<file path="src/pkg/ars_consts.svh">
// Register offsets, codes and fixed values of the rate-select link and host
`ifndef ARS_CONSTS_SVH
`define ARS_CONSTS_SVH
`define ARS_REG_MODE 8'h10
`define ARS_REG_WAKE 8'h11
`define ARS_REG_ACT 8'h12
`define ARS_REG_RANGE 8'h15
`define ARS_REG_FIFO 8'h16
`define ARS_REG_PWR 8'h1c
`define ARS_REG_TRIG 8'h29
`define ARS_PM_ULP 3'h3
`define ARS_PM_LP 3'h0
`define ARS_PM_PREC 3'h4
`define ARS_CODE_FAST 4'hf
`define ARS_MODE_STANDBY 8'h01
`define ARS_MODE_WAKE 8'h05
`define ARS_PTR_SET 8'h10
`define ARS_PTR_S2 8'h20
`define ARS_PTR_V1 8'h40
`define ARS_PTR_V2 8'h50
`define ARS_NIB_SET 4'h1
`define ARS_NIB_S2 4'h2
`define ARS_NIB_V1 4'h4
`define ARS_NIB_V2 4'h5
`define ARS_SEQ_S1 8'h03
`define ARS_SEQ_S3 8'h01
`define ARS_V1_ULP 8'h52
`define ARS_V1_LP 8'h72
`define ARS_V1_PREC 8'h32
`define ARS_V2_ULP 8'h01
`define ARS_V2_LP 8'h02
`define ARS_V2_PREC 8'h12
`define ARS_SEQ_LAST 4'hd
`define ARS_ACT_RSV_BIT 4
`define ARS_WB_CTRL 8'h00
`define ARS_WB_STAT 8'h04
`define ARS_WB_CFG 8'h08
`define ARS_CFG_RESET 16'h5d04
`endif

</file>
<file path="src/pkg/ars_pkg.sv">
// Types and rate lookup functions shared by both ends
`default_nettype none
`include "ars_consts.svh"
package ars_pkg;
  typedef enum logic [1:0] {ARS_IDLE, ARS_REQ, ARS_GAP} ars_hstate_t;

  // Wake output rate in Hz, zero where the code is unavailable
  function automatic logic [10:0] ars_wake_hz(input logic [2:0] pm, input logic [3:0] c);
    logic [10:0] r;
    r = 11'h000;
    if (pm == `ARS_PM_ULP) begin
      case (c)
        4'h6: r = 11'h019;
        4'h7: r = 11'h032;
        4'h8: r = 11'h064;
        4'h9: r = 11'h0be;
        4'ha: r = 11'h17c;
        4'hb: r = 11'h2ee;
        4'hc: r = 11'h44c;
        4'hf: r = 11'h514;
        default: r = 11'h000;
      endcase
    end else if (pm == `ARS_PM_LP) begin
      case (c)
        4'h5: r = 11'h00e;
        4'h6: r = 11'h01c;
        4'h7: r = 11'h036;
        4'h8: r = 11'h069;
        4'h9: r = 11'h0d2;
        4'ha: r = 11'h190;
        4'hb: r = 11'h258;
        4'hf: r = 11'h2ee;
        default: r = 11'h000;
      endcase
    end else if (pm == `ARS_PM_PREC) begin
      case (c)
        4'h5: r = 11'h00e;
        4'h6: r = 11'h01c;
        4'h7: r = 11'h037;
        4'h8: r = 11'h050;
        4'hf: r = 11'h064;
        default: r = 11'h000;
      endcase
    end
    return r;
  endfunction

  // Activity-detect rate in tenths of Hz, zero where unavailable
  function automatic logic [13:0] ars_act_dhz(input logic [2:0] pm, input logic [3:0] c);
    logic [13:0] r;
    r = 14'h0000;
    if (pm == `ARS_PM_ULP) begin
      case (c)
        4'h0, 4'h4: r = 14'h003c;
        4'h1: r = 14'h0004;
        4'h2: r = 14'h0008;
        4'h3: r = 14'h000f;
        4'h5: r = 14'h0082;
        4'h6: r = 14'h00fa;
        4'h7: r = 14'h01f4;
        4'h8: r = 14'h03e8;
        4'h9: r = 14'h076c;
        4'ha: r = 14'h0ed8;
        4'hb: r = 14'h1d4c;
        4'hf: r = 14'h32c8;
        default: r = 14'h0000;
      endcase
    end else if (pm == `ARS_PM_LP) begin
      case (c)
        4'h0, 4'h4: r = 14'h0046;
        4'h1: r = 14'h0004;
        4'h2: r = 14'h0008;
        4'h3: r = 14'h000f;
        4'h5: r = 14'h008c;
        4'h6: r = 14'h0118;
        4'h7: r = 14'h021c;
        4'h8: r = 14'h041a;
        4'h9: r = 14'h0834;
        4'ha: r = 14'h0fa0;
        4'hb: r = 14'h1770;
        4'hf: r = 14'h1d4c;
        default: r = 14'h0000;
      endcase
    end else if (pm == `ARS_PM_PREC) begin
      case (c)
        4'h0, 4'h4: r = 14'h0046;
        4'h1: r = 14'h0002;
        4'h2: r = 14'h0004;
        4'h3: r = 14'h0009;
        4'h5: r = 14'h008c;
        4'h6: r = 14'h0118;
        4'h7: r = 14'h0226;
        4'h8: r = 14'h0320;
        4'hf: r = 14'h03e8;
        default: r = 14'h0000;
      endcase
    end
    return r;
  endfunction
endpackage
`default_nettype wire

</file>
<file path="src/pkg/ars_link_if.sv">
// Register access link between the host controller and the sensor registers
`timescale 1ns/1ps
`default_nettype none
interface ars_link_if;
  logic req;
  logic we;
  logic [7:0] addr;
  logic [7:0] wdata;
  logic ack;
  logic [7:0] rdata;
  modport dev(input req, input we, input addr, input wdata, output ack, output rdata);
  modport host(output req, output we, output addr, output wdata, input ack, input rdata);
endinterface
`default_nettype wire

</file>
<file path="src/logic/ars_host.sv">
// Host controller: Wishbone command registers driving the sensor register link
//
// Implementation choice: the Wishbone interface to the registers.
`timescale 1ns/1ps
`default_nettype none
`include "ars_consts.svh"
module ars_host
  import ars_pkg::*;
(
  input wire logic ref_clk,
  input wire logic resetn,
  input wire logic wb_cyc_i,
  input wire logic wb_stb_i,
  input wire logic wb_we_i,
  input wire logic [7:0] wb_adr_i,
  input wire logic [3:0] wb_sel_i,
  input wire logic [31:0] wb_dat_i,
  output logic [31:0] wb_dat_o,
  output logic wb_ack_o,
  ars_link_if.host link
);
  ars_hstate_t state_ff, nxt_state;
  logic [3:0] step_ff, nxt_step;
  logic seq_ff, nxt_seq;
  logic [1:0] psel_ff, nxt_psel;
  logic [7:0] addr_ff, nxt_addr;
  logic [7:0] data_ff, nxt_data;
  logic we_ff, nxt_we;
  logic [7:0] rdata_ff, nxt_rdata;
  logic [7:0] pm_ff, nxt_pm;
  logic refused_ff, nxt_refused;
  logic [15:0] cfg_ff, nxt_cfg;
  logic [19:0] cmd_ff, nxt_cmd;
  logic wb_ack_ff, nxt_wb_ack;
  logic [31:0] wb_dat_ff, nxt_wb_dat;
  logic wb_acc;
  logic wb_wr;
  logic cmd_go;
  logic bad;
  logic [15:0] first;
  logic [15:0] next;
  logic [7:0] c_addr;
  logic [7:0] c_data;

  // Address and data of one step of the fastest-wake sequence
  function automatic logic [15:0] ars_step(input logic [3:0] i, input logic [1:0] s,
                                           input logic [15:0] cfg);
    logic [7:0] pm;
    logic [7:0] v1;
    logic [7:0] v2;
    logic [15:0] r;
    pm = {5'h00, `ARS_PM_ULP};
    v1 = `ARS_V1_ULP;
    v2 = `ARS_V2_ULP;
    if (s == 2'h1) begin
      pm = {5'h00, `ARS_PM_LP};
      v1 = `ARS_V1_LP;
      v2 = `ARS_V2_LP;
    end else if (s == 2'h2) begin
      pm = {5'h00, `ARS_PM_PREC};
      v1 = `ARS_V1_PREC;
      v2 = `ARS_V2_PREC;
    end
    case (i)
      4'h0: r = {`ARS_REG_MODE, `ARS_MODE_STANDBY};
      4'h1: r = {`ARS_REG_RANGE, cfg[7:0]};
      4'h2: r = {`ARS_REG_FIFO, cfg[15:8]};
      4'h3: r = {`ARS_REG_PWR, pm};
      4'h4: r = {`ARS_REG_WAKE, `ARS_PTR_SET};
      4'h5: r = {`ARS_REG_TRIG, `ARS_SEQ_S1};
      4'h6: r = {`ARS_REG_WAKE, `ARS_PTR_S2};
      4'h7: r = {`ARS_REG_TRIG, `ARS_SEQ_S3};
      4'h8: r = {`ARS_REG_WAKE, `ARS_PTR_V1};
      4'h9: r = {`ARS_REG_TRIG, v1};
      4'ha: r = {`ARS_REG_WAKE, `ARS_PTR_V2};
      4'hb: r = {`ARS_REG_TRIG, v2};
      4'hc: r = {`ARS_REG_WAKE, 4'h0, `ARS_CODE_FAST};
      default: r = {`ARS_REG_MODE, `ARS_MODE_WAKE};
    endcase
    return r;
  endfunction

  assign wb_acc = wb_cyc_i & wb_stb_i & ~wb_ack_ff;
  assign wb_wr = wb_acc & wb_we_i;
  assign cmd_go = wb_wr && (wb_adr_i == `ARS_WB_CTRL) && (wb_sel_i == 4'hf);
  assign c_addr = wb_dat_i[15:8];
  assign c_data = wb_dat_i[7:0];
  assign first = ars_step(4'h0, wb_dat_i[19:18], cfg_ff);
  assign next = ars_step(step_ff + 4'h1, psel_ff, cfg_ff);

  // Screen a single write against what the sensor may be given
  always_comb begin
    bad = 1'b0;
    if (wb_dat_i[16] && !wb_dat_i[17]) begin
      if (c_addr == `ARS_REG_WAKE) begin
        bad = (c_data[7:4] != 4'h0)
            || (c_data[3:0] == `ARS_CODE_FAST)
            || (ars_wake_hz(pm_ff[2:0], c_data[3:0]) == 11'h000);
      end else if (c_addr == `ARS_REG_ACT) begin
        bad = c_data[`ARS_ACT_RSV_BIT]
            || (c_data[3:0] == `ARS_CODE_FAST)
            || (ars_act_dhz(pm_ff[6:4], c_data[3:0]) == 14'h0000);
      end
    end
  end

  // Command engine, link sequencing and Wishbone register file
  always_comb begin
    nxt_state = state_ff;
    nxt_step = step_ff;
    nxt_seq = seq_ff;
    nxt_psel = psel_ff;
    nxt_addr = addr_ff;
    nxt_data = data_ff;
    nxt_we = we_ff;
    nxt_rdata = rdata_ff;
    nxt_pm = pm_ff;
    nxt_refused = refused_ff;
    nxt_cfg = cfg_ff;
    nxt_cmd = cmd_ff;
    nxt_wb_ack = wb_acc;
    nxt_wb_dat = wb_dat_ff;
    case (state_ff)
      ARS_IDLE: begin
        if (cmd_go) begin
          nxt_cmd = wb_dat_i[19:0];
          if (wb_dat_i[17]) begin
            nxt_seq = 1'b1;
            nxt_step = 4'h0;
            nxt_psel = wb_dat_i[19:18];
            nxt_addr = first[15:8];
            nxt_data = first[7:0];
            nxt_we = 1'b1;
            nxt_state = ARS_REQ;
          end else if (!bad) begin
            nxt_seq = 1'b0;
            nxt_addr = c_addr;
            nxt_data = c_data;
            nxt_we = wb_dat_i[16];
            nxt_state = ARS_REQ;
          end
        end
      end
      ARS_REQ: begin
        if (link.ack) begin
          if (!we_ff) begin
            nxt_rdata = link.rdata;
          end
          if (we_ff && (addr_ff == `ARS_REG_PWR)) begin
            nxt_pm = data_ff;
          end
          nxt_state = ARS_GAP;
        end
      end
      ARS_GAP: begin
        if (seq_ff && (step_ff != `ARS_SEQ_LAST)) begin
          nxt_step = step_ff + 4'h1;
          nxt_addr = next[15:8];
          nxt_data = next[7:0];
          nxt_state = ARS_REQ;
        end else begin
          nxt_seq = 1'b0;
          nxt_state = ARS_IDLE;
        end
      end
      default: nxt_state = ARS_IDLE;
    endcase
    // A refused or overlapping command raises the sticky flag; set beats clear
    if (wb_wr && (wb_adr_i == `ARS_WB_STAT) && wb_sel_i[1] && wb_dat_i[9]) begin
      nxt_refused = 1'b0;
    end
    if (cmd_go && ((state_ff != ARS_IDLE) || (bad && !wb_dat_i[17]))) begin
      nxt_refused = 1'b1;
    end
    if (wb_wr && (wb_adr_i == `ARS_WB_CFG)) begin
      if (wb_sel_i[0]) begin
        nxt_cfg[7:0] = wb_dat_i[7:0];
      end
      if (wb_sel_i[1]) begin
        nxt_cfg[15:8] = wb_dat_i[15:8];
      end
    end
    if (wb_acc) begin
      case (wb_adr_i)
        `ARS_WB_CTRL: nxt_wb_dat = {12'h000, cmd_ff};
        `ARS_WB_STAT: nxt_wb_dat = {16'h0000, pm_ff[6:4], pm_ff[2:0], refused_ff,
                                    state_ff != ARS_IDLE, rdata_ff};
        `ARS_WB_CFG: nxt_wb_dat = {16'h0000, cfg_ff};
        default: nxt_wb_dat = 32'h0000_0000;
      endcase
    end
  end

  // State registers
  always_ff @(posedge ref_clk) begin
    if (!resetn) begin
      state_ff <= ARS_IDLE;
      step_ff <= 4'h0;
      seq_ff <= 1'b0;
      psel_ff <= 2'h0;
      addr_ff <= 8'h00;
      data_ff <= 8'h00;
      we_ff <= 1'b0;
      rdata_ff <= 8'h00;
      pm_ff <= 8'h00;
      refused_ff <= 1'b0;
      cfg_ff <= `ARS_CFG_RESET;
      cmd_ff <= 20'h00000;
      wb_ack_ff <= 1'b0;
      wb_dat_ff <= 32'h0000_0000;
    end else begin
      state_ff <= nxt_state;
      step_ff <= nxt_step;
      seq_ff <= nxt_seq;
      psel_ff <= nxt_psel;
      addr_ff <= nxt_addr;
      data_ff <= nxt_data;
      we_ff <= nxt_we;
      rdata_ff <= nxt_rdata;
      pm_ff <= nxt_pm;
      refused_ff <= nxt_refused;
      cfg_ff <= nxt_cfg;
      cmd_ff <= nxt_cmd;
      wb_ack_ff <= nxt_wb_ack;
      wb_dat_ff <= nxt_wb_dat;
    end
  end

  // Link and bus outputs
  assign link.req = (state_ff == ARS_REQ);
  assign link.we = we_ff;
  assign link.addr = addr_ff;
  assign link.wdata = data_ff;
  assign wb_ack_o = wb_ack_ff;
  assign wb_dat_o = wb_dat_ff;
endmodule
`default_nettype wire

</file>
<file path="src/flat_wrapper.sv">
// flat-port wrapper written by rule: the top's interface ports become plain ports
module ars_host_flat import ars_pkg::*;
  (ref_clk, resetn, wb_cyc_i, wb_stb_i, wb_we_i, wb_adr_i, wb_sel_i, wb_dat_i, wb_dat_o, wb_ack_o, link_req, link_we, link_addr, link_wdata, link_ack, link_rdata);
  ars_link_if link_i ();
  input wire logic ref_clk;
  input wire logic resetn;
  input wire logic wb_cyc_i;
  input wire logic wb_stb_i;
  input wire logic wb_we_i;
  input wire logic [7:0] wb_adr_i;
  input wire logic [3:0] wb_sel_i;
  input wire logic [31:0] wb_dat_i;
  output logic [31:0] wb_dat_o;
  output logic wb_ack_o;
  output wire logic [$bits(link_i.req)-1:0] link_req;
  output wire logic [$bits(link_i.we)-1:0] link_we;
  output wire logic [$bits(link_i.addr)-1:0] link_addr;
  output wire logic [$bits(link_i.wdata)-1:0] link_wdata;
  input wire logic [$bits(link_i.ack)-1:0] link_ack;
  input wire logic [$bits(link_i.rdata)-1:0] link_rdata;
  assign link_req = link_i.req;
  assign link_we = link_i.we;
  assign link_addr = link_i.addr;
  assign link_wdata = link_i.wdata;
  assign link_i.ack = link_ack;
  assign link_i.rdata = link_rdata;
  ars_host u_core (.ref_clk(ref_clk), .resetn(resetn), .wb_cyc_i(wb_cyc_i), .wb_stb_i(wb_stb_i), .wb_we_i(wb_we_i), .wb_adr_i(wb_adr_i), .wb_sel_i(wb_sel_i), .wb_dat_i(wb_dat_i), .wb_dat_o(wb_dat_o), .wb_ack_o(wb_ack_o), .link(link_i));
endmodule
</file>
<file path="config.mk">
export PLATFORM = sky130hd
export DESIGN_NAME = ars_host_flat
export DESIGN_NICKNAME = d
export VERILOG_FILES = /design/src/pkg/ars_pkg.sv /design/src/pkg/ars_link_if.sv /design/src/logic/ars_host.sv /design/src/flat_wrapper.sv
export VERILOG_INCLUDE_DIRS = /design/src /design/src/pkg
export SDC_FILE = /design/constraint.sdc
export NUM_CORES = 1
export LEC_CHECK = 0
export BUFFER_PORTS_ARGS = -buffer_cell sky130_fd_sc_hd__buf_2
export CAP_MARGIN = 20
export CORE_MARGIN = 4
export CORE_UTILIZATION = 50
export CTS_BUF_LIST = sky130_fd_sc_hd__clkbuf_16
export DETAILED_ROUTE_END_ITERATION = 12
export PLACE_DENSITY_LB_ADDON = 0.2
export SETUP_SLACK_MARGIN = 0.02
export SYNTH_ARGS = -nofsm -noshare
export SYNTH_HDL_FRONTEND = slang
export SYNTH_SLANG_ARGS = --single-unit
</file>
<file path="constraint.sdc">
create_clock -name ref_clk -period 2.5 [get_ports ref_clk]
set_input_delay 0.125 -clock ref_clk [delete_from_list [all_inputs] [get_ports ref_clk]]
set_output_delay 0.125 -clock ref_clk [all_outputs]
set_load 0.03 [all_outputs]
</file>
==> qor.csv, run 1 <==
metric,value,unit
setup_viol,0,
p_leak,2.91,nW
drc_errors,0,
period_share,92.4,%
clkLatencyLatePin,0.35,ns
routabilityCongestion,0.965,
place_area,6370,sq um
nNetsFinal,890,
p_comb_share,9.6,%
final_hold_viol_count,0,
maxCapViolations,0,
ys_types,70,
critPathArrivalTime,2.55,ns
cts-root-buf,clkbuf_16,
muxShareOfSynthArea,11.2,%
rsz0062_at_grt,false,
ys_async_sr_fraction,0,%
vias,5657,
p_sw,0.843,mW
stdcell_area,6660,sq um
end_kind,register,
swShare,26.4,%
cts-buffers-inserted,9,
core_region_area,10900,sq um
pwr-share-seq,48.9,%
grt_max_degree,31,
drt-vias-per-instance,5.87,
htreeDepth,3,
num_rows,38,
syn_inst,716,
path_max_fanout,15,
intPower,2.35,mW
synthSimpleGateAreaFrac,24.2,%
syn_area,5580,sq um
timing.fmax,433,MHz
cts_hold_buf,0,
critPathKind,reg -> reg,
synth_xor_area_share,0.471,%
track_usage,27.7,%
fin_total_pwr,3.19,mW
start_util,51.3,%
die_x,114,um
io_buffers,84,
initialDrtViolationCount,423,
tightestPinTransition,0.742,ns
wl_per_cell,18.6,um
clock_path_buffers,2,
cts.sinks,98,
synth-adder-area-share,2.91,%
synth_area_per_cell,7.80,sq um
maxSlewViolCount,0,
cts_tree,built,
irDropWorstVdd,0.362,mV
outcome,finished clean,
synth_compound_area_share,19.8,%
grt_pass1_wl,28100,um
fin_util,61.2,%
crit_required,2.74,ns
synth_top_family_by_area,simple AND/OR/NAND/NOR gates,
min_from,link_rdata[5],
grt_pass1_vias,5331,
antenna_found_initial,0,
clock_skew,0.00936,ns
pin_count,109,
pwr-share-clk,41.5,%
holdWs,0.0108,ns
synth_sequential_area_ratio,35.1,%
layout-drive-gt1-share,20.9,%
finalWirelength,17900,um
fin_crit,2.31,ns
power_density,479,nW/um^2
ys_warn_count,0,
drtPass1Iterations,5,
hpwlAfterDp,13500,um
hp-class,in -> reg,
synth-edff-count,0,
post-place-cells,947,
diodes,0,
dieArea,12900,sq um
startpoint,u_core.step_ff[1],
critPathLaunchType,register,
clk_pin_slew,0.07,ns
finalNonFillerCells,963,
relSlewSlack,50.1,%
die_h,114,um
final_antenna_net_count,0,
synth-main-ff-cell,dfxtp_1,
synthToLayoutAreaGrowth,19.3,%
reg2reg_from,u_core.step_ff[1],
synth-seq-cells,98,
grt.overflow.total,0,
[registers in the layout, summed over array words and instances (netlist names)]
| register | cells |
|---|---|
| u_core.rdata_ff | 8 |
| u_core.link.wdata | 8 |
| u_core.link.addr | 8 |
| u_core.state_ff | 2 |
| u_core.pm_ff | 6 |
| u_core.step_ff | 4 |
| u_core.refused_ff | 1 |
| u_core.cfg_ff | 16 |
| u_core.cmd_ff | 20 |
| u_core.seq_ff | 1 |
| u_core.link.we | 1 |
| u_core.psel_ff | 2 |
| u_core.wb_ack_o | 1 |
| u_core.wb_dat_o | 20 |
[power groups by stage]
stage          Sequential [mW]  Clock, mW  Combinational [mW]
2_1_floorplan             1.60          0               0.198
3_3_place_gp              1.60          0               0.301
3_5_place_dp              1.60          0               0.302
4_1_cts                   1.56       1.35               0.303
5_1_grt                   1.56       1.40               0.334
6_report                  1.56       1.32               0.308
[critical path, stage by stage (launching register included)]
cell and delay (ns):
dfxtp_1 0.40, inv_1 0.09, ha_1 0.21, buf_4 0.20, nor4_2 0.43, nand2b_1 0.20, a21oi_1 0.12, a32oi_1 0.23
o21ai_0 0.16, nand2_1 0.11, mux2i_1 0.06
[worst paths after layout]
check	depth (start not counted)	slack (ns)	end
min reg2reg	2	0.45	u_core.cmd_ff[9]
max	10	0.19	u_core.link.wdata[5]
min	3	0.01	u_core.rdata_ff[5]
max reg2reg	10	0.19	u_core.link.wdata[5]
[cell families (layout without fill, tap and decap cells)]
logic type | count (synthesis) | in the layout
simple gates | 303 | 303
compound gates | 165 | 165
flops | 98 | 98
buf+inv | 71 | 167
mux | 62 | 62
fa+ha+maj | 13 | 13
xor+xnor | 3 | 3
other cells | 1 | 12
[metal layers]
| metal | GRT usage (%) | share of wire [%] | up-vias |
|---|---|---|---|
| met3 | 4.51 | 6.4 | 42 |
| met1 | 35.6 | 43 | 2697 |
| met4 | 12.0 | 3.2 | 0 |
| met5 | 0 | 0 | - |
| li1 | - | - | 2704 |
| met2 | 45.9 | 48 | 214 |
[layout make-up]
type | count | area, sq um
flip-flops and latches | 98 | 1960
inverters | 13 | 51.3
clock inverters | 6 | 47.5
repair buffers | 139 | 846
fillers | 1019 | 4230
well taps | 140 | 175
multi-input cells | 558 | 3350
clock buffers | 9 | 225
[synthesized netlist by cell type (all sizes together) (2+ instances only)]
library cell  count  area, sq um
a2111oi           2         36.3
a211o             2         17.5
a211oi            2         15.0
a21oi            44          220
a221oi            2         17.5
a22o              7         61.3
a22oi            24          180
a31oi             2         12.5
a32oi             3         26.3
a41oi             3         26.3
and2              3         18.8
and3              2         12.5
buf              21          156
clkbuf           37          139
dfxtp            98         1960
ha               13          163
inv              13         48.8
mux2i            61          611
nand2           141          532
nand2b            8         50.1
nand3            15         75.1
nand3b            8         60.1
nand4             5         31.3
nor2             79          297
nor2b            13         81.3
nor3              8         40.0
nor4              8         56.3
nor4b             2         17.5
o2111ai           3         26.3
o211ai            4         30.0
o21ai            44          231
o221ai            3         32.5
o22ai             2         12.5
o31ai             4         30.0
or2               2         12.5
or3               4         25.0
xnor2             3         26.3
[through the flow]
stage               TNS, ns  worst slack, ns
finish                    0            0.191
floorplan                 0           0.0328
global placement     -0.380          -0.0269
detailed placement    -1.39           -0.125
CTS                       0           0.0256
global route              0           0.0229
[cells in the final DEF, fill, tap and decap left out, types with 6 or more instances in the layout]
cell       Yosys  layout
clkbuf_16      0       9
buf_4         13      54
conb_1         1      12
a21oi_1       44      44
nand3_1       15      15
nor2_1        79      78
nand2b_1       8       8
nor4_1         7       6
nor2b_1       13      13
nor3_1         8       8
o21ai_0       42      41
nand2_1      140     140
mux2i_1       61      61
a22oi_1       24      24
ha_1          13      11
nand3b_1       8       8
a22o_1         7       7
dfxtp_1       98      98
inv_1         12      11
buf_2          4      84
[what timing repair did]
action,in CTS,in global routing
setup buffers,0,0
setup endpoints to repair,0,18
resized for setup,0,4
Power figures use the tool's default switching activity.
==> run 2, diff against run 1 <==
Settings changed: CTS_BUF_LIST sky130_fd_sc_hd__clkbuf_16 to not set.
==> run 2 against run 1 <==
Compared with the run above:
- via count down 0.71%
- maximum frequency down 0.36%
- first-iteration DRC count unchanged
- sequential power about the same
- setup slack worse by 0.0084 ns
- register-to-register slack about the same
- critical path type unchanged
- non-clock buffer count up 8
- highest routed layer unchanged
- cell area down 0.28%
- flip-flop and latch count unchanged
- clock skew about the same
- sequential share of layout area up 0.083 points
==> qor.csv, run 2 (synthesis gave the netlist of run 1 again) <==
metric,value,unit,change
die_h,114,um,unchanged
reg2reg_to,u_core.link.wdata[5],,
start_util,51.3,%,unchanged
finalWirelength,17900,um,+0.22%
min_to,u_core.rdata_ff[1],,
timing.fmax,431,MHz,-0.36%
core_region_area,10900,sq um,unchanged
nNetsFinal,898,,+0.90%
p_leak,2.90,nW,-0.48%
maxCapViolations,0,,unchanged
final_hold_viol_count,0,,unchanged
holdWs,0.0129,ns,+0.00205 ns
outcome,finished clean,,
path_delay_family,simple AND/OR/NAND/NOR gates,,
grt_pass1_wl,28300,um,+0.76%
swShare,28.1,%,+1.7 points
layout-drive-gt1-share,20.6,%,-0.32 points
pwr-share-clk,33.9,%,-7.6 points
setup_viol,0,,unchanged
dp_slack,-0.125,ns,unchanged
end_kind,register,,
maxSlewViolCount,0,,unchanged
hp-class,in -> reg,,
p_comb_share,11.2,%,+1.6 points
cts_tree,built,,
cts-root-buf,clkbuf_8,,
hpwlAfterDp,13500,um,unchanged
htreeDepth,3,,unchanged
final_cell_mix,"nand2_1 (140), dfxtp_1 (98), buf_2 (84), nor2_1 (78), mux2i_1 (61)",,
drc_errors,0,,unchanged
vias,5617,,-0.71%
dieArea,12900,sq um,unchanged
fin_total_pwr,2.84,mW,-11%
clock_skew,0.00977,ns,+0.000411 ns
crit_required,2.78,ns,+0.04 ns
antenna_found_initial,0,,unchanged
grt.overflow.total,0,,unchanged
diodes,0,,unchanged
final_antenna_net_count,0,,unchanged
finalNonFillerCells,971,,+0.83%
relSlewSlack,27.1,%,-23 points
critPathLaunchType,register,,
p_sw,0.799,mW,-5.3%
cp_slowest_cell,nor4_2,,
min_from,link_rdata[1],,
cpPeakStageDelay,0.43,ns,about the same
critPathKind,reg -> reg,,
crit_chain,"inv_1, ha_1, buf_4, nor4_2, nand2b_1, a21oi_1, a32oi_1, o21ai_0, nand2_1, mux2i_1",,
layout_commonest_cell,nand2_1,,
drtPass1Iterations,5,,unchanged
io_buffers,84,,unchanged
reg2reg_from,u_core.step_ff[1],,
period_share,92.7,%,+0.33 points
hold_depth,3,,unchanged
num_rows,38,,unchanged
clkLatencyLatePin,0.38,ns,+0.03 ns
grt_pass1_vias,5383,,+0.98%
die_x,114,um,unchanged
setup_tns,0,ns,unchanged
setup_ws,0.182,ns,-0.00837 ns
path_buf_inv,2,,unchanged
postCtsSetupRepairBufs,0,,unchanged
synthToLayoutAreaGrowth,19.0,%,
intPower,2.05,mW,-13%
clock_path_buffers,2,,unchanged
initialDrtViolationCount,423,,unchanged
pin_count,109,,unchanged
post-place-cells,947,,unchanged
pwr-share-seq,54.9,%,+6.0 points
clk_pin_slew,0.10,ns,+0.03 ns
cts.sinks,98,,unchanged
irDropWorstVdd,0.367,mV,+1.4%
track_usage,27.9,%,+0.17 points
rrSetupSlack,0.18,ns,about the same
path_max_fanout,15,,unchanged
cts-buffers-inserted,9,,unchanged
routabilityCongestion,0.965,,unchanged
rr_worst_depth,10,,unchanged
fin_crit,2.32,ns,+0.00837 ns
drt-vias-per-instance,5.78,,-1.5%
tightestPinTransition,1.09,ns,+0.347 ns
grt_max_degree,31,,unchanged
power_density,428,nW/um^2,-11%
wl_per_cell,18.5,um,-0.60%
rsz0062_at_grt,false,,
cp.depth,10,,unchanged
critPathArrivalTime,2.59,ns,+0.04 ns
==> run 2: changes by cell type in the layout (fill, tap and decap cells not counted) <==
cell / previous run / this run
clkbuf_8: 0 / 9
dlygate4sd3_1: 0 / 9
clkbuf_16: 9 / 0
buf_4: 54 / 53
==> run 2: power by group through the flow <==
stage                     Clock, mW  Sequential [mW]  Combinational, mW
final                         0.964             1.56              0.319
after global routing           1.04             1.56              0.346
after CTS                     0.988             1.56              0.314
after detailed placement          0             1.60              0.302
after global placement            0             1.60              0.301
after floorplan                   0             1.60              0.198
==> run 2: stage by stage <==
step	area (sq um)	utilization (%)
finish	6640	61.0
global route	6640	61.0
CTS	6630	60.9
detailed placement	6370	58.5
global placement	6370	58.5
floorplan	5660	-
==> run 2: worst max path at each step <==
stage	startpoint	to	slack, ns
2_1_floorplan	wb_dat_i[1]	u_core.link.wdata[0]	0.03
5_1_grt	u_core.step_ff[1]	u_core.link.wdata[5]	0.02
3_5_place_dp	wb_dat_i[0]	u_core.link.addr[6]	-0.12
4_1_cts	u_core.step_ff[1]	u_core.link.wdata[2]	0.02
6_report	u_core.step_ff[1]	u_core.link.wdata[5]	0.18
3_3_place_gp	wb_dat_i[0]	u_core.link.addr[3]	-0.03
==> run 2: worst reg2reg max path: stages (launching register included) <==
cell and delay, ns:
dfxtp_1 0.40, inv_1 0.08, ha_1 0.21, buf_4 0.20, nor4_2 0.43, nand2b_1 0.20, a21oi_1 0.12, a32oi_1 0.23
o21ai_0 0.17, nand2_1 0.11, mux2i_1 0.06
==> run 2: layout make-up <==
type	count	area (sq um)
clock inverters	6	47.5
multi-input cells	558	3350
flip-flops and latches	98	1960
inverters	13	51.3
repair buffers	147	928
clock buffers	9	124
fillers	1026	4250
well taps	140	175
==> run 2: routing by layer <==
metal / global-route usage [%] / wire length (um) / up-vias
li1: - / - / 2709
met3: 5.31 / 1050 / 40
met5: 0 / 0 / -
met1: 35.2 / 7700 / 2663
met2: 47.0 / 8610 / 205
met4: 10.9 / 554 / 0
==> run 2: what timing repair did <==
action | CTS | global route
hold buffers | 9 | 0
resized for setup | 0 | 4
endpoints found under the hold margin | 11 | 0
endpoints found under the setup margin | 0 | 18
==> run 3, diff against run 2 <==
==> constraint.sdc (replaced) <==
create_clock -name ref_clk -period 2.5 [get_ports ref_clk]
set_input_delay 0.375 -clock ref_clk [delete_from_list [all_inputs] [get_ports ref_clk]]
set_output_delay 0.375 -clock ref_clk [all_outputs]
set_load 0.03 [all_outputs]
==> run 3 against run 2 <==
Compared with the run above:
- die area unchanged
- wire length down 1.5%
- clock power up 7%
- largest cell class unchanged
- final cell count up 0.51%
- setup slack worse by 0.10 ns
- sequential share of layout area down 0.62 points
==> qor.csv, run 3 (synthesis gave the netlist of run 1 again) <==
metric,value,unit,change
grt_pass1_vias,5452,,+1.3%
reg2reg_to,u_core.link.wdata[5],,
p_leak,2.96,nW,+1.9%
irDropWorstVdd,0.395,mV,+7.6%
synthToLayoutAreaGrowth,21.5,%,
timing.fmax,413,MHz,-4.3%
drc_errors,0,,unchanged
clock_path_buffers,2,,unchanged
grt_max_degree,46,,+48%
min_from,link_rdata[3],,
end_kind,register,,
rr_worst_depth,10,,unchanged
cpPeakStageDelay,0.37,ns,-0.06 ns
power_density,432,nW/um^2,+0.81%
outcome,finished clean,,
fill_cells,1010,,-1.6%
antenna_found_initial,0,,unchanged
final_cell_mix,"nand2_1 (140), dfxtp_1 (98), buf_2 (82), nor2_1 (78), buf_4 (63)",,
layout_commonest_cell,nand2_1,,
setup_tns,0,ns,unchanged
path_buf_inv,4,,+2
final_hold_viol_count,0,,unchanged
clock_skew,0.00803,ns,-0.00173 ns
final_antenna_net_count,0,,unchanged
reg2reg_from,u_core.step_ff[0],,
hp-class,in -> reg,,
rrSetupSlack,0.09,ns,-0.09 ns
cts_hold_buf,0,,-9
holdWs,0.212,ns,+0.200 ns
setup_viol,0,,unchanged
layout-drive-gt1-share,23.1,%,+2.5 points
tightestPinTransition,0.711,ns,-0.378 ns
routabilityCongestion,0.952,,-1.3%
initialDrtViolationCount,435,,+2.8%
start_util,51.3,%,unchanged
critPathKind,in -> reg,,
core_region_area,10900,sq um,unchanged
pin_count,109,,unchanged
drtPass1Iterations,5,,unchanged
hold_depth,3,,unchanged
maxCapViolations,0,,unchanged
io_buffers,84,,unchanged
nNetsFinal,902,,+0.45%
crit_required,2.81,ns,+0.03 ns
relSlewSlack,52.1,%,+25 points
grt_pass1_wl,28300,um,-0.19%
diodes,0,,unchanged
rsz0062_at_grt,true,,
vias,5672,,+0.98%
period_share,96.9,%,+4.2 points
htreeDepth,3,,unchanged
num_rows,38,,unchanged
track_usage,27.4,%,-0.47 points
fin_crit,2.42,ns,+0.104 ns
fin_total_pwr,2.93,mW,+3.0%
cts_tree,built,,
cts.sinks,98,,unchanged
dieArea,12900,sq um,unchanged
path_delay_family,compound AO/OA/AOI/OAI gates,,
maxSlewViolCount,0,,unchanged
finalNonFillerCells,976,,+0.51%
finalWirelength,17700,um,-1.5%
grt.overflow.total,0,,unchanged
min_to,u_core.rdata_ff[3],,
fin_util,62.3,%,+1.3 points
critPathLaunchType,input port,,
clk_pin_slew,0.10,ns,about the same
die_x,114,um,unchanged
hpwlAfterDp,13500,um,+0.20%
clkLatencyLatePin,0.39,ns,about the same
post-place-cells,956,,+0.95%
path_max_fanout,7,,-8
cp_slowest_cell,a2111oi_4,,
cts-buffers-inserted,9,,unchanged
wl_per_cell,18.1,um,-2.0%
critPathArrivalTime,2.73,ns,+0.14 ns
drt-vias-per-instance,5.81,,+0.46%
crit_chain,"buf_8, clkinvlp_4, ha_4, buf_6, nor2b_4, o22ai_2, a211o_1, a32oi_2, a2111oi_4, o221ai_2, o21ai_4, clkbuf_16, mux2i_1",,
cts-root-buf,clkbuf_8,,
die_h,114,um,unchanged
run 3: power by group:
part	switching, mW	total, mW	internal [mW]
clock network	0.620	1.03	0.407
logic	0.208	0.340	0.132
registers	0.000372	1.56	1.56
total	0.828	2.93	2.10
run 3: worst max-delay path by stage:
stage	from	cells after the start	to
5_1_grt	wb_dat_i[0]	13	u_core.link.wdata[7]
3_3_place_gp	wb_dat_i[0]	11	u_core.link.addr[6]
6_report	wb_dat_i[0]	13	u_core.link.wdata[7]
3_5_place_dp	wb_dat_i[0]	11	u_core.link.addr[3]
2_1_floorplan	wb_dat_i[0]	10	u_core.link.wdata[0]
4_1_cts	wb_dat_i[0]	11	u_core.link.addr[3]
run 3: repair_timing:
action | 4_1_cts | 5_1_grt
endpoints found under the setup margin | 10 | 23
pin swaps | 0 | 13
buffers inserted | 0 | 3
gates resized for setup | 2 | 20
cloned | 0 | 1
run 3: metrics by stage:
| step | setup WS, ns | area (sq um) |
|---|---|---|
| 2_1_floorplan | -0.184 | 5690 |
| 3_3_place_gp | -0.327 | 6460 |
| 3_5_place_dp | -0.408 | 6460 |
| 4_1_cts | 0.0250 | 6660 |
| 5_1_grt | -0.0581 | 6780 |
| 6_report | 0.0783 | 6780 |
run 3: layer usage:
layer  GRT usage [%]  wire, um
met1            35.9      7630
met2            45.0      8430
met3            4.83       996
met4            10.7       600
met5               0         0
run 3: cell type report:
| cell class | instances | area [sq um] | share of cell area [%] |
|---|---|---|---|
| multi-input cells | 558 | 3410 | 50.3 |
| clock buffers | 11 | 141 | 2.08 |
| repair buffers | 151 | 986 | 14.5 |
| clock inverters | 5 | 46.3 | 0.682 |
| flip-flops and latches | 98 | 1960 | 28.9 |
| well taps | 140 | 175 | 2.58 |
| inverters | 13 | 60.1 | 0.885 |
run 3: worst reg2reg max path, stage by stage (launching register included):
cell,delay [ns]
dfxtp_1,0.32
buf_4,0.16
ha_1,0.24
buf_4,0.20
nor4_1,0.58
nand2b_1,0.21
a21oi_1,0.10
a32oi_1,0.22
o21ai_0,0.11
nand2_1,0.10
mux2i_1,0.07
